--- config.mk ---
export PLATFORM = sky130hd
export DESIGN_NAME = secure_boot_image_loader
export DESIGN_NICKNAME = d
export VERILOG_FILES = /design/src/rtl/boot_loader_pkg.sv /design/src/rtl/secure_boot_image_loader.sv
export VERILOG_INCLUDE_DIRS = /design/src /design/src/rtl
export SDC_FILE = /design/constraint.sdc
export NUM_CORES = 1
export LEC_CHECK = 0
export BUFFER_PORTS_ARGS = -buffer_cell sky130_fd_sc_hd__buf_2
export CAP_MARGIN = 10
export CORE_AREA = 4 4 238 194
export CTS_CLUSTER_DIAMETER = 40
export CTS_CLUSTER_SIZE = 10
export DETAILED_ROUTE_END_ITERATION = 10
export DIE_AREA = 0 0 242 198
export PLACE_DENSITY_LB_ADDON = 0.1
export SLEW_MARGIN = 20
export SYNTH_ARGS = -nofsm -noshare
export SYNTH_HDL_FRONTEND = slang
export SYNTH_SLANG_ARGS = --single-unit
--- constraint.sdc ---
create_clock -name clk_sys -period 5.7 [get_ports clk_sys]
set_input_delay 1.14 -clock clk_sys [delete_from_list [all_inputs] [get_ports clk_sys]]
set_output_delay 1.14 -clock clk_sys [all_outputs]
set_load 0.02 [all_outputs]
--- src/rtl/boot_loader_defines.svh ---
`ifndef BOOT_LOADER_DEFINES_SVH
`define BOOT_LOADER_DEFINES_SVH

`define SEC_JTAG_OFF_BIT     0
`define SEC_LINK_OFF_BIT     1
`define SEC_SECURE_BOOT_BIT  5
`define SEC_REDUNDANT_BIT    7
`define SEC_LOCK_LO_BIT      8
`define SEC_MASTER_LOCK_BIT  12
`define SEC_JTAG_OTP_OFF_BIT 13
`define SEC_GP_LO            15
`define SEC_GP_HI            21
`define SEC_UID_LO           22
`define SEC_UID_HI           31

`define CRC_POLY      32'hEDB88320
`define CRC_INIT      32'hFFFFFFFF
`define CRC_BYPASS    32'h0D15AB1E

`define OTP_SECTORS   4
`define OTP_ROWS      512
`define OTP_SEC_ROW   11'h7FF

`define ADDR_SECURITY 8'h00
`define ADDR_CONTROL  8'h04
`define ADDR_STATUS   8'h08
`define ADDR_LENGTH   8'h0C
`define ADDR_CRC      8'h10
`define ADDR_PROG     8'h14

`define CLK_MHZ       25
`define BOOT_DELAY_US 15
`define BOOT_DELAY_CYC (`BOOT_DELAY_US * `CLK_MHZ)

`endif

--- src/rtl/boot_loader_pkg.sv ---
package boot_loader_pkg;

  typedef enum logic [1:0] {
    SRC_FLASH,
    SRC_OTP
  } boot_src_t;

  typedef struct packed {
    logic        valid;
    logic [7:0]  data;
  } byte_beat_t;

  typedef struct packed {
    logic        we;
    logic [15:0] addr;
    logic [31:0] data;
  } ram_req_t;

  typedef struct packed {
    logic       jtag_off;
    logic       link_off;
    logic       redundant_rows;
    logic       jtag_otp_off;
    logic [3:0] sector_prog_ok;
  } guard_t;

endpackage

--- src/rtl/secure_boot_image_loader.sv ---
// Function
// - Pull-downs on all GPIOs while reset low.
// - Boot starts 15-150 us after reset release.
// - Security bit 5 picks OTP, else flash.
// - Image: length, s*4 bytes, check word.
// - Bypass word 0x0D15AB1E skips CRC check.
// - Length and check word are LSB first.
// - Load from RAM base, start there.
// - CRC covers length and program bytes.
// - CRC uses reflected polynomial 0xEDB88320.
// - CRC starts all ones, result inverted.
// - Security word loaded from OTP first.
// - Remaining OTP copied to SRAM, run first.
// - OTP is four sectors of 512 words.
// - Bit 0 disables JTAG access.
// - Bit 1 blocks other tiles via switch.
// - Bit 5 boots from OTP address 0.
// - Bit 7 enables redundant OTP rows.
// - Bits 8-11 lock sectors 0-3.
// - Bit 12 blocks all OTP programming.
// - Bit 13 blocks JTAG OTP access.
// - Upper bits hold user fields.
`timescale 1ns/1ps
`include "boot_loader_defines.svh"

module secure_boot_image_loader (
  // Clock and reset
  input  wire logic        clk_sys,
  input  wire logic        rst_n,
  // Pad control
  output logic             gpio_pulldown_en,
  // Boot flash byte stream
  output logic             flash_req,
  input  wire logic        flash_byte_valid,
  input  wire logic [7:0]  flash_byte,
  // OTP read port
  output logic             otp_rd,
  output logic [10:0]      otp_addr,
  input  wire logic        otp_rd_valid,
  input  wire logic [31:0] otp_rd_data,
  // OTP programming request and grant
  input  wire logic        otp_prog_req,
  input  wire logic [10:0] otp_prog_addr,
  output logic             otp_prog_grant,
  output logic             otp_prog_reject,
  // JTAG OTP access request and grant
  input  wire logic        jtag_otp_req,
  output logic             jtag_otp_grant,
  // RAM write port
  output logic             ram_we,
  output logic [15:0]      ram_addr,
  output logic [31:0]      ram_wdata,
  // Processor start
  output logic             cpu_start,
  output logic [15:0]      cpu_start_addr,
  // Security outputs
  output logic             jtag_disable,
  output logic             link_disable,
  output logic             otp_redundant_en,
  output logic [9:0]       jtag_user_id,
  // AXI4-Lite slave
  input  wire logic [7:0]  s_axi_awaddr,
  input  wire logic        s_axi_awvalid,
  output logic             s_axi_awready,
  input  wire logic [31:0] s_axi_wdata,
  input  wire logic [3:0]  s_axi_wstrb,
  input  wire logic        s_axi_wvalid,
  output logic             s_axi_wready,
  output logic [1:0]       s_axi_bresp,
  output logic             s_axi_bvalid,
  input  wire logic        s_axi_bready,
  input  wire logic [7:0]  s_axi_araddr,
  input  wire logic        s_axi_arvalid,
  output logic             s_axi_arready,
  output logic [31:0]      s_axi_rdata,
  output logic [1:0]       s_axi_rresp,
  output logic             s_axi_rvalid,
  input  wire logic        s_axi_rready
);

  typedef enum logic [3:0] {
    ST_DELAY, ST_SEC_RD, ST_SEC_WAIT, ST_OTP_RD, ST_OTP_WAIT,
    ST_LEN, ST_PROG, ST_CHECK, ST_VERIFY, ST_RUN, ST_FAIL
  } state_t;

  localparam logic [15:0] DELAY_CYC = 16'(`BOOT_DELAY_CYC);

  state_t                  state_r;
  // OTP words arrive one read at a time, so the consumer state is parked here
  // while the read is in flight and resumed when the word comes back.
  state_t                  ret_r;
  logic [15:0]             delay_r;
  logic [31:0]             sec_r;
  logic                    sec_loaded_r;
  boot_loader_pkg::boot_src_t src_r;
  logic [31:0]             len_r;
  logic [31:0]             word_r;
  logic [1:0]              bidx_r;
  logic [15:0]             waddr_r;
  logic [31:0]             crc_r;
  logic [31:0]             check_r;
  logic                    crc_bad_r;
  logic                    autostart_r;
  logic                    kick_r;
  logic [31:0]             gp_sw_r;
  boot_loader_pkg::guard_t guard;

  // Reflected CRC-32 update over one byte, shared by both boot sources.
  function automatic logic [31:0] crc_byte(input logic [31:0] c, input logic [7:0] b);
    logic [31:0] x;
    x = c ^ {24'h000000, b};
    for (int i = 0; i < 8; i++) begin
      x = x[0] ? ((x >> 1) ^ `CRC_POLY) : (x >> 1);
    end
    return x;
  endfunction

  function automatic logic [31:0] crc_word(input logic [31:0] c, input logic [31:0] w);
    logic [31:0] x;
    x = c;
    for (int i = 0; i < 4; i++) begin
      x = crc_byte(x, w[8*i +: 8]);
    end
    return x;
  endfunction

  assign guard.jtag_off       = sec_r[`SEC_JTAG_OFF_BIT];
  assign guard.link_off       = sec_r[`SEC_LINK_OFF_BIT];
  assign guard.redundant_rows = sec_r[`SEC_REDUNDANT_BIT];
  assign guard.jtag_otp_off   = sec_r[`SEC_JTAG_OTP_OFF_BIT];
  assign guard.sector_prog_ok = ~sec_r[`SEC_LOCK_LO_BIT +: 4];

  // Pads are pulled down from reset until the start delay ends and the security row read begins.
  always_ff @(posedge clk_sys or negedge rst_n) begin
    if (!rst_n) begin
      gpio_pulldown_en <= 1'b1;
    end else begin
      gpio_pulldown_en <= (state_r == ST_DELAY);
    end
  end

  logic        fbyte;
  logic [31:0] fword;
  assign fbyte = (src_r == boot_loader_pkg::SRC_FLASH) && flash_byte_valid;
  assign fword = {flash_byte, word_r[31:8]};

  // Boot sequencer. Supply settling before reset release is the board's duty.
  always_ff @(posedge clk_sys or negedge rst_n) begin
    if (!rst_n) begin
      state_r      <= ST_DELAY;
      ret_r        <= ST_LEN;
      delay_r      <= 16'h0000;
      sec_r        <= 32'h00000000;
      sec_loaded_r <= 1'b0;
      src_r        <= boot_loader_pkg::SRC_FLASH;
      len_r        <= 32'h00000000;
      word_r       <= 32'h00000000;
      bidx_r       <= 2'h0;
      waddr_r      <= 16'h0000;
      crc_r        <= `CRC_INIT;
      check_r      <= 32'h00000000;
      crc_bad_r    <= 1'b0;
      otp_rd       <= 1'b0;
      otp_addr     <= 11'h000;
      flash_req    <= 1'b0;
      ram_we       <= 1'b0;
      ram_addr     <= 16'h0000;
      ram_wdata    <= 32'h00000000;
      cpu_start    <= 1'b0;
    end else begin
      otp_rd <= 1'b0;
      ram_we <= 1'b0;
      unique case (state_r)
        ST_DELAY: begin
          delay_r <= delay_r + 16'h0001;
          if (delay_r == DELAY_CYC - 16'h0001) begin
            state_r <= ST_SEC_RD;
          end
        end
        ST_SEC_RD: begin
          otp_rd   <= 1'b1;
          otp_addr <= `OTP_SEC_ROW;
          state_r  <= ST_SEC_WAIT;
        end
        ST_SEC_WAIT: begin
          if (otp_rd_valid) begin
            sec_r        <= otp_rd_data;
            sec_loaded_r <= 1'b1;
            crc_r        <= `CRC_INIT;
            bidx_r       <= 2'h0;
            if (otp_rd_data[`SEC_SECURE_BOOT_BIT]) begin
              src_r    <= boot_loader_pkg::SRC_OTP;
              otp_addr <= 11'h000;
              ret_r    <= ST_LEN;
              state_r  <= ST_OTP_RD;
            end else begin
              src_r     <= boot_loader_pkg::SRC_FLASH;
              flash_req <= 1'b1;
              state_r   <= ST_LEN;
            end
          end
        end
        ST_OTP_RD: begin
          otp_rd  <= 1'b1;
          state_r <= ST_OTP_WAIT;
        end
        ST_OTP_WAIT: begin
          if (otp_rd_valid) begin
            word_r   <= otp_rd_data;
            otp_addr <= otp_addr + 11'h001;
            state_r  <= ret_r;
          end
        end
        ST_LEN, ST_PROG, ST_CHECK: begin
          if (src_r == boot_loader_pkg::SRC_OTP && state_r != ST_OTP_WAIT) begin
            // Whole words come from OTP; each one is then routed like a flash word.
            if (state_r == ST_LEN) begin
              len_r   <= word_r;
              crc_r   <= crc_word(crc_r, word_r);
              waddr_r <= 16'h0000;
              ret_r   <= (word_r == 32'h00000000) ? ST_CHECK : ST_PROG;
              state_r <= ST_OTP_RD;
            end else if (state_r == ST_PROG) begin
              ram_we    <= 1'b1;
              ram_addr  <= waddr_r;
              ram_wdata <= word_r;
              crc_r     <= crc_word(crc_r, word_r);
              waddr_r   <= waddr_r + 16'h0004;
              len_r     <= len_r - 32'h00000001;
              state_r   <= ST_OTP_RD;
              ret_r     <= ST_PROG;
              if (len_r == 32'h00000001) begin
                ret_r <= ST_CHECK;
              end
            end else begin
              check_r <= word_r;
              state_r <= ST_VERIFY;
            end
          end else if (fbyte) begin
            word_r <= fword;
            bidx_r <= bidx_r + 2'h1;
            if (state_r != ST_CHECK) begin
              crc_r <= crc_byte(crc_r, flash_byte);
            end
            if (bidx_r == 2'h3) begin
              if (state_r == ST_LEN) begin
                len_r   <= fword;
                waddr_r <= 16'h0000;
                state_r <= (fword == 32'h00000000) ? ST_CHECK : ST_PROG;
              end else if (state_r == ST_PROG) begin
                ram_we    <= 1'b1;
                ram_addr  <= waddr_r;
                ram_wdata <= fword;
                waddr_r   <= waddr_r + 16'h0004;
                len_r     <= len_r - 32'h00000001;
                if (len_r == 32'h00000001) begin
                  state_r <= ST_CHECK;
                end
              end else begin
                check_r   <= fword;
                flash_req <= 1'b0;
                state_r   <= ST_VERIFY;
              end
            end
          end
        end
        ST_VERIFY: begin
          if (check_r == `CRC_BYPASS || check_r == ~crc_r) begin
            crc_bad_r <= 1'b0;
            state_r   <= ST_RUN;
          end else begin
            crc_bad_r <= 1'b1;
            state_r   <= ST_FAIL;
          end
        end
        ST_RUN: begin
          cpu_start <= autostart_r | kick_r;
        end
        ST_FAIL: begin
          cpu_start <= 1'b0;
        end
        default: begin
          state_r <= ST_FAIL;
        end
      endcase
    end
  end

  assign cpu_start_addr = 16'h0000;

  // Security-gated outputs, valid once the security word is in.
  always_ff @(posedge clk_sys or negedge rst_n) begin
    if (!rst_n) begin
      jtag_disable     <= 1'b1;
      link_disable     <= 1'b1;
      otp_redundant_en <= 1'b0;
      jtag_user_id     <= 10'h000;
      otp_prog_grant   <= 1'b0;
      otp_prog_reject  <= 1'b0;
      jtag_otp_grant   <= 1'b0;
    end else begin
      // Access stays closed until the word is known, so nothing leaks early.
      jtag_disable     <= !sec_loaded_r || guard.jtag_off;
      link_disable     <= !sec_loaded_r || guard.link_off;
      otp_redundant_en <= sec_loaded_r && guard.redundant_rows;
      jtag_user_id     <= sec_r[`SEC_UID_HI:`SEC_UID_LO];
      otp_prog_grant   <= otp_prog_req && sec_loaded_r
                          && !sec_r[`SEC_MASTER_LOCK_BIT]
                          && otp_prog_addr != `OTP_SEC_ROW
                          && guard.sector_prog_ok[otp_prog_addr[10:9]];
      otp_prog_reject  <= otp_prog_req && !(sec_loaded_r
                          && !sec_r[`SEC_MASTER_LOCK_BIT]
                          && otp_prog_addr != `OTP_SEC_ROW
                          && guard.sector_prog_ok[otp_prog_addr[10:9]]);
      jtag_otp_grant   <= jtag_otp_req && sec_loaded_r
                          && !guard.jtag_otp_off && !guard.jtag_off;
    end
  end

  // AXI4-Lite write path.
  logic aw_hit_r;
  logic w_hit_r;
  logic [7:0]  aw_addr_r;
  logic [31:0] w_data_r;
  logic        w_strb0_r;
  always_ff @(posedge clk_sys or negedge rst_n) begin
    if (!rst_n) begin
      aw_hit_r      <= 1'b0;
      w_hit_r       <= 1'b0;
      aw_addr_r     <= 8'h00;
      w_data_r      <= 32'h00000000;
      w_strb0_r     <= 1'b0;
      s_axi_awready <= 1'b1;
      s_axi_wready  <= 1'b1;
      s_axi_bvalid  <= 1'b0;
      s_axi_bresp   <= 2'h0;
      autostart_r   <= 1'b1;
      kick_r        <= 1'b0;
      gp_sw_r       <= 32'h00000000;
    end else begin
      if (s_axi_awvalid && s_axi_awready) begin
        aw_hit_r      <= 1'b1;
        aw_addr_r     <= s_axi_awaddr;
        s_axi_awready <= 1'b0;
      end
      if (s_axi_wvalid && s_axi_wready) begin
        w_hit_r      <= 1'b1;
        w_data_r     <= s_axi_wdata;
        w_strb0_r    <= s_axi_wstrb[0];
        s_axi_wready <= 1'b0;
      end
      if (aw_hit_r && w_hit_r && !s_axi_bvalid) begin
        s_axi_bvalid <= 1'b1;
        s_axi_bresp  <= 2'h0;
        if (aw_addr_r == `ADDR_CONTROL && w_strb0_r) begin
          autostart_r <= w_data_r[0];
          kick_r      <= w_data_r[1];
        end else if (aw_addr_r != `ADDR_SECURITY && aw_addr_r != `ADDR_STATUS
                     && aw_addr_r != `ADDR_LENGTH && aw_addr_r != `ADDR_CRC
                     && aw_addr_r != `ADDR_PROG) begin
          s_axi_bresp <= 2'h2;
        end
      end
      if (s_axi_bvalid && s_axi_bready) begin
        s_axi_bvalid  <= 1'b0;
        aw_hit_r      <= 1'b0;
        w_hit_r       <= 1'b0;
        s_axi_awready <= 1'b1;
        s_axi_wready  <= 1'b1;
      end
    end
  end

  // AXI4-Lite read path.
  always_ff @(posedge clk_sys or negedge rst_n) begin
    if (!rst_n) begin
      s_axi_arready <= 1'b1;
      s_axi_rvalid  <= 1'b0;
      s_axi_rdata   <= 32'h00000000;
      s_axi_rresp   <= 2'h0;
    end else begin
      if (s_axi_arvalid && s_axi_arready) begin
        s_axi_arready <= 1'b0;
        s_axi_rvalid  <= 1'b1;
        s_axi_rresp   <= 2'h0;
        unique case (s_axi_araddr)
          `ADDR_SECURITY: s_axi_rdata <= sec_r;
          `ADDR_CONTROL:  s_axi_rdata <= {30'h00000000, kick_r, autostart_r};
          `ADDR_STATUS:   s_axi_rdata <= {24'h000000, crc_bad_r, cpu_start,
                                          sec_loaded_r, src_r[0], state_r};
          `ADDR_LENGTH:   s_axi_rdata <= len_r;
          `ADDR_CRC:      s_axi_rdata <= ~crc_r;
          `ADDR_PROG:     s_axi_rdata <= {16'h0000, waddr_r};
          default: begin
            s_axi_rdata <= 32'h00000000;
            s_axi_rresp <= 2'h2;
          end
        endcase
      end
      if (s_axi_rvalid && s_axi_rready) begin
        s_axi_rvalid  <= 1'b0;
        s_axi_arready <= 1'b1;
      end
    end
  end

endmodule

==> metrics.cfg, run 1 <==
[layout]
nets = 2354
diodes = 0
fin_util_pct = 51.6
area_growth_syn_to_layout_pct = 16.2
fillCellCount = 4133
drive_gt1_share_pct = 18.3
instances_no_fill = 2841
multiInputGateArea_um2 = 10600
seqCellArea_um2 = 8360

[run]
maxCapViolations = 0

[yosys]
synthDominantCellAreaShare_pct = 37.5
syn_area_per_cell_um2 = 9.39
synth_area_leaders = dfrtp_1 38%, xnor2_1 9.0%, nand2_1 7.1%
synth_ff_type = dfrtp_1
synth_seq_area_share_pct = 42.9
synth_warnings = 0
synth_top_cell_by_area = dfrtp_1
syn_inst = 2075
synthesis.area_um2 = 19500
async_flop_share_pct = 100
ys_types = 65
synth-edff-count = 0
synth_common_cells = 369 x nand2_1, 292 x dfrtp_1, 201 x xnor2_1, 172 x nor2_1, 168 x o21ai_0
post-synth-top-count-cell = nand2_1
ys_seq_elements = 332

[setup_path]
required_ns = 6.20
path_common_cell = xnor2_1
endpoint = crc_r[8]
slowest_delay_ns = 0.70
rrSetupSlack_ns = 1.13
path_cells = xor2_4 > xnor3_2 > xor3_2 > xnor3_2 > xnor2_1 > xnor3_4 > xnor2_1 > xnor2_1 > a21oi_1 > a21oi_1
cp-startpoint = crc_r[1]
cp_num_buf_inv = 0
critPathKind = flop to flop
r2r-end = crc_r[8]
r2r-start = crc_r[1]
critical_path_depth = 10
rr_worst_depth = 10
critical_path_arrival_ns = 5.07
crit_path_end_kind = flop
critPathSlowestCell = dfstp_2
critPathMaxFanout = 7
crit_family = XOR/XNOR gates
start_kind = flop

[drt]
via_per_inst = 5.69
wl_um = 63600
routedWlPerCell_um = 22.4
vias = 16152
ant_nets = 0
drt-initial-drc-count = 1596
drc = 0
drt_first_pass_iters = 6

[clock_tree]
cts.repair.resized = 0
cts.reportedPaths.clkPinSlew_ns = 0.06
cts_tree = built
numCtsBuffers = 52
post_cts_buffers = 0
ctsHoldBuffers = 0
clkSinkCount = 332
clock_latency_ns = 0.60
h-tree-depth = 2
cts-root-buf = clkbuf_16
max-clock-path-buffers = 3

[timing]
hold_viol = 0
tightest_slew_ns = 0.983
relSlewSlack_pct = 33.9
drv_slew = 0
period_share_pct = 80.2
fmax_ghz = 0.219
period_needed_ns = 4.57
setup_tns_ns = 0
setup_viol = 0
clock_skew_ns = 0.0330
rsz0062_at_grt = false

[floorplanning]
ioPinCount = 251
placeableCoreArea_um2 = 43900
die_h_um = 198
die_x_um = 242
row_count = 69
start_util_pct = 44.4
dieArea_um2 = 47900

[hold_path]
worstHoldStart = sec_r[31]
hold_path_class = flop to flop

[global_route]
antenna_found_initial = 1
grt_overflow = 0
top_usage_layer = met1
grt_usage_pct = 26.2
grtUsageMet2_pct = 38.9
use_met1_pct = 39.0
first_global_vias = 15451
grt_first_pass_wirelength_um = 97000
use_met3_pct = 4.91
grt_max_degree = 121

[power_and_ir_drop]
power_density_nw_per_um2 = 571
leakagePower_nw = 10.4
peakVddDrop_uv = 1070

[placed_design]
place_hpwl_um = 46700
io_buffer_count = 197
gp_congestion = 0.895
dp_cells = 2747

[status]
status = complete, no violations

[layout by cell type, fill, tap and decap left out, types with 19 or more instances in the layout]
cell and count:
dfstp_2 40, xnor3_1 27, nor4_1 24, o22a_1 19, a31oi_1 39, conb_1 20
nor3_1 24, nand2_1 368, mux2_2 20, clkbuf_16 53, buf_4 22, inv_1 24
o21ai_0 167, dfrtp_1 292, xnor2_1 201, xor2_1 105, buf_2 196, nor2_1 170
mux2i_1 37, a21oi_1 142
[where the power goes]
part           switching, mW  internal, mW
clock network           1.21          1.91
registers             0.0997          2.46
logic                   3.98          3.28
[cells by family after synthesis]
| family | count (synthesis) | synth area share [%] |
|---|---|---|
| AND/OR/NAND/NOR | 683 | 15.0 |
| AO/OA/AOI/OAI | 462 | 13.9 |
| XOR/XNOR | 372 | 21.2 |
| flip-flops | 332 | 42.9 |
| buffers and inverters | 161 | 3.52 |
| multiplexers | 57 | 3.06 |
| adder cells (fa/ha/maj) | 7 | 0.450 |
| other | 1 | 0.0192 |
[registers in the layout (all words and copies together), names as in the netlist, 4 cells and up]
register / count
waddr_r: 14
ram_wdata: 32
delay_r: 16
aw_addr_r: 8
sec_r: 32
check_r: 32
len_r: 32
otp_addr: 11
state_r: 4
s_axi_rdata: 32
crc_r: 32
word_r: 32
jtag_user_id: 10
ram_addr: 14
[per-layer routing]
metal	routed length (µm)	part of all wire (%)	vias to the layer above
met5	13	0.020	-
met4	1710	2.7	2
met3	5010	7.9	107
met2	27700	44	635
met1	29200	46	8025
li1	-	-	7383
[area by class of cell]
| cell class | count | share of cell area, % |
|---|---|---|
| Multi-Input combinational cell | 1601 | 46.7 |
| Clock inverter | 28 | 1.29 |
| Sequential cell | 332 | 36.9 |
| Timing Repair Buffer | 221 | 5.31 |
| Inverter | 25 | 0.415 |
| Clock buffer | 66 | 6.25 |
| Tap cell | 568 | 3.14 |
[through the flow]
stage                     instance area, µm²  hold WS (ns)  setup slack (ns)  power [mW]
after floorplan                        19600         0.374              1.66        8.11
after detailed placement               20900         0.403              1.16        9.74
after global placement                 20900         0.400              1.28        9.76
final                                  22600         0.418              1.13        12.9
after global routing                   22600         0.423             0.831        13.6
after CTS                              22600         0.415              1.09        12.9
[worst min-delay path by stage]
stage | to | slack [ns] | cells after the start
after detailed placement | jtag_user_id[9] | 0.40 | 0
after global routing | jtag_user_id[9] | 0.42 | 0
after floorplan | jtag_user_id[0] | 0.37 | 0
after CTS | jtag_user_id[9] | 0.41 | 0
final | jtag_user_id[9] | 0.42 | 0
after global placement | jtag_user_id[3] | 0.40 | 0
(Power assumes the default switching activity.)
==> run 2, diff against run 1 <==
clock period = 4.5 ns   (was 5.7 ns; I/O delays follow)
==> run 2 against run 1 <==
Global-route usage up 0.29 points. Via count rose by 0.37%. Clock-buffer cell count fell by 1. Register-to-register slack got worse by 0.81 ns. Sequential share of layout area fell by 0.28 points. Power rose by 27%. Non-clock buffer count rose by 37. Largest cell class unchanged. Sequential power grew 25%. Die area unchanged. Worst hold slack lost 0.15 ns.
==> metrics.cfg, run 2 (synthesis gave the netlist of run 1 again) <==
[floorplanning]
die_x_um = 242  ; unchanged
row_count = 69  ; unchanged
placeableCoreArea_um2 = 43900  ; unchanged
dieArea_um2 = 47900  ; unchanged
start_util_pct = 44.4  ; unchanged
ioPinCount = 251  ; unchanged
die_h_um = 198  ; unchanged

[setup_path]
r2r-end = crc_r[3]
r2r-start = word_r[4]
start_kind = flop
rr_worst_depth = 11  ; +1
critPathMaxFanout = 7  ; unchanged
critical_path_arrival_ns = 4.67  ; -0.40 ns
crit_path_end_kind = flop
required_ns = 4.99  ; -1.21 ns
rrSetupSlack_ns = 0.32  ; -0.81 ns
critPathKind = flop to flop

[run]
maxCapViolations = 0  ; unchanged

[layout]
finish.instance_area_um2 = 22800  ; +0.77%
multiInputGateArea_um2 = 10600  ; unchanged
final_common_cell = nand2_1
seqCellArea_um2 = 8360  ; unchanged
drive_gt1_share_pct = 19.1  ; +0.79 points
fillCellCount = 4098  ; -0.85%
nets = 2387  ; +1.4%
area_growth_syn_to_layout_pct = 17.1
layout_common_cells = 368 x nand2_1, 292 x dfrtp_1, 201 x xnor2_1, 196 x buf_2, 170 x nor2_1
diodes = 0  ; unchanged

[clock_tree]
cts-root-buf = clkbuf_16
h-tree-depth = 2  ; unchanged
clkSinkCount = 332  ; unchanged
max-clock-path-buffers = 3  ; unchanged
clock_latency_ns = 0.59  ; about the same
cts.reportedPaths.clkPinSlew_ns = 0.05  ; about the same
post_cts_buffers = 0  ; unchanged
cts.repair.resized = 0  ; unchanged
cts_tree = built
ctsHoldBuffers = 0  ; unchanged
numCtsBuffers = 48  ; -7.7%

[global_route]
grt_max_degree = 106  ; -12%
grt_first_pass_wirelength_um = 98000  ; +1.0%
grt_overflow = 0  ; unchanged
first_global_vias = 15651  ; +1.3%
antenna_found_initial = 3  ; +2
grt_usage_pct = 26.4  ; +0.29 points

[power_and_ir_drop]
leakagePower_nw = 10.5  ; +1.2%
power_density_nw_per_um2 = 722  ; +26%
p_int_mw = 9.73  ; +27%
seqPwrFrac_pct = 19.5  ; -0.3 points
pwr-share-comb_pct = 57.7  ; +1.6 points
pwr-share-clk_pct = 22.8  ; -1.3 points
p_switching_mw = 6.74  ; +28%
peakVddDrop_uv = 1670  ; +56%
swShare_pct = 40.9  ; about the same

[timing]
period_share_pct = 92.9  ; +13 points
rsz0062_at_grt = false
whs_ns = 0.273  ; -0.145 ns
tightest_slew_ns = 1.09  ; +0.102 ns
setup_tns_ns = 0  ; unchanged
clock_skew_ns = 0.0294  ; -0.00369 ns
hold_viol = 0  ; unchanged
setup_ws_ns = 0.320  ; -0.808 ns
drv_slew = 0  ; unchanged
setup_viol = 0  ; unchanged
relSlewSlack_pct = 27.4  ; -6.5 points
period_needed_ns = 4.18  ; -0.392 ns
fmax_ghz = 0.239  ; +9.4%

[drt]
drt-initial-drc-count = 1540  ; -3.5%
via_per_inst = 5.65  ; -0.54%
drt_first_pass_iters = 5  ; -1
vias = 16212  ; +0.37%
routedWlPerCell_um = 22.4  ; +0.15%
wl_um = 64200  ; +1.1%
ant_nets = 0  ; unchanged
drc = 0  ; unchanged

[placed_design]
io_buffer_count = 197  ; unchanged
gp_congestion = 0.908  ; +1.4%
post-place-ws_ns = 0.263  ; -0.898 ns
placed_cell_area_um2 = 21200  ; +1.4%
place_hpwl_um = 48000  ; +2.7%

[status]
status = complete, no violations

[hold_path]
hold_path_class = primary input to async pin

[run 2: cell count changes in the layout (fill, tap and decap cells not counted), sizes merged]
cell	delta
clkbuf	-1
inv	-7
bufinv	+2
clkinvlp	-2
buf	+37
clkinv	-3
[run 2: area by class of cell]
class | count | share of cell area, %
clock buffers | 65 | 5.81
clock inverters | 18 | 1.16
multi-input cells | 1601 | 46.3
flip-flops and latches | 332 | 36.6
repair buffers | 258 | 6.54
well taps | 568 | 3.12
inverters | 25 | 0.411
[run 2: metal layers]
| metal | track usage (%) | up-vias | part of all wire (%) |
|---|---|---|---|
| li1 | - | 7463 | - |
| met1 | 39.0 | 7970 | 45 |
| met3 | 5.56 | 110 | 8.6 |
| met2 | 39.6 | 665 | 44 |
| met5 | 0 | - | 0.033 |
| met4 | 7.39 | 4 | 2.5 |
[run 2: worst max-delay path: stages (launching register included)]
cell and delay [ns]:
dfrtp_1 0.44, xnor2_2 0.48, xnor3_2 0.59, xor3_2 0.55
xnor3_2 0.47, xnor2_1 0.23, buf_4 0.17, xor2_1 0.37
xnor2_1 0.15, xnor2_1 0.29, o21ai_0 0.15, a21oi_1 0.21
[run 2: power groups by stage]
stage	Combinational [mW]	Sequential [mW]	Clock [mW]
after CTS	9.43	3.21	3.82
after floorplan	7.04	3.24	0
after global routing	10.1	3.22	3.96
after global placement	9.38	3.26	0
final	9.51	3.21	3.75
after detailed placement	9.37	3.26	0
[run 2: worst max-delay path by stage]
| stage | from | end | cells past startpoint |
|---|---|---|---|
| CTS | word_r[4] | crc_r[3] | 11 |
| finish | word_r[4] | crc_r[3] | 11 |
| global route | word_r[4] | crc_r[3] | 11 |
| global placement | word_r[4] | crc_r[3] | 11 |
| detailed placement | word_r[4] | crc_r[3] | 11 |
| floorplan | crc_r[1] | crc_r[26] | 11 |
[run 2: stage by stage]
| step | cells | power (mW) | utilization (%) |
|---|---|---|---|
| 4_1_cts | 2867 | 16.5 | 52.0 |
| 5_1_grt | 2867 | 17.3 | 52.0 |
| 3_3_place_gp | 2784 | 12.6 | 48.4 |
| 2_1_floorplan | 2094 | 10.3 | - |
| 6_report | 2867 | 16.5 | 52.0 |
| 3_5_place_dp | 2784 | 12.6 | 48.4 |
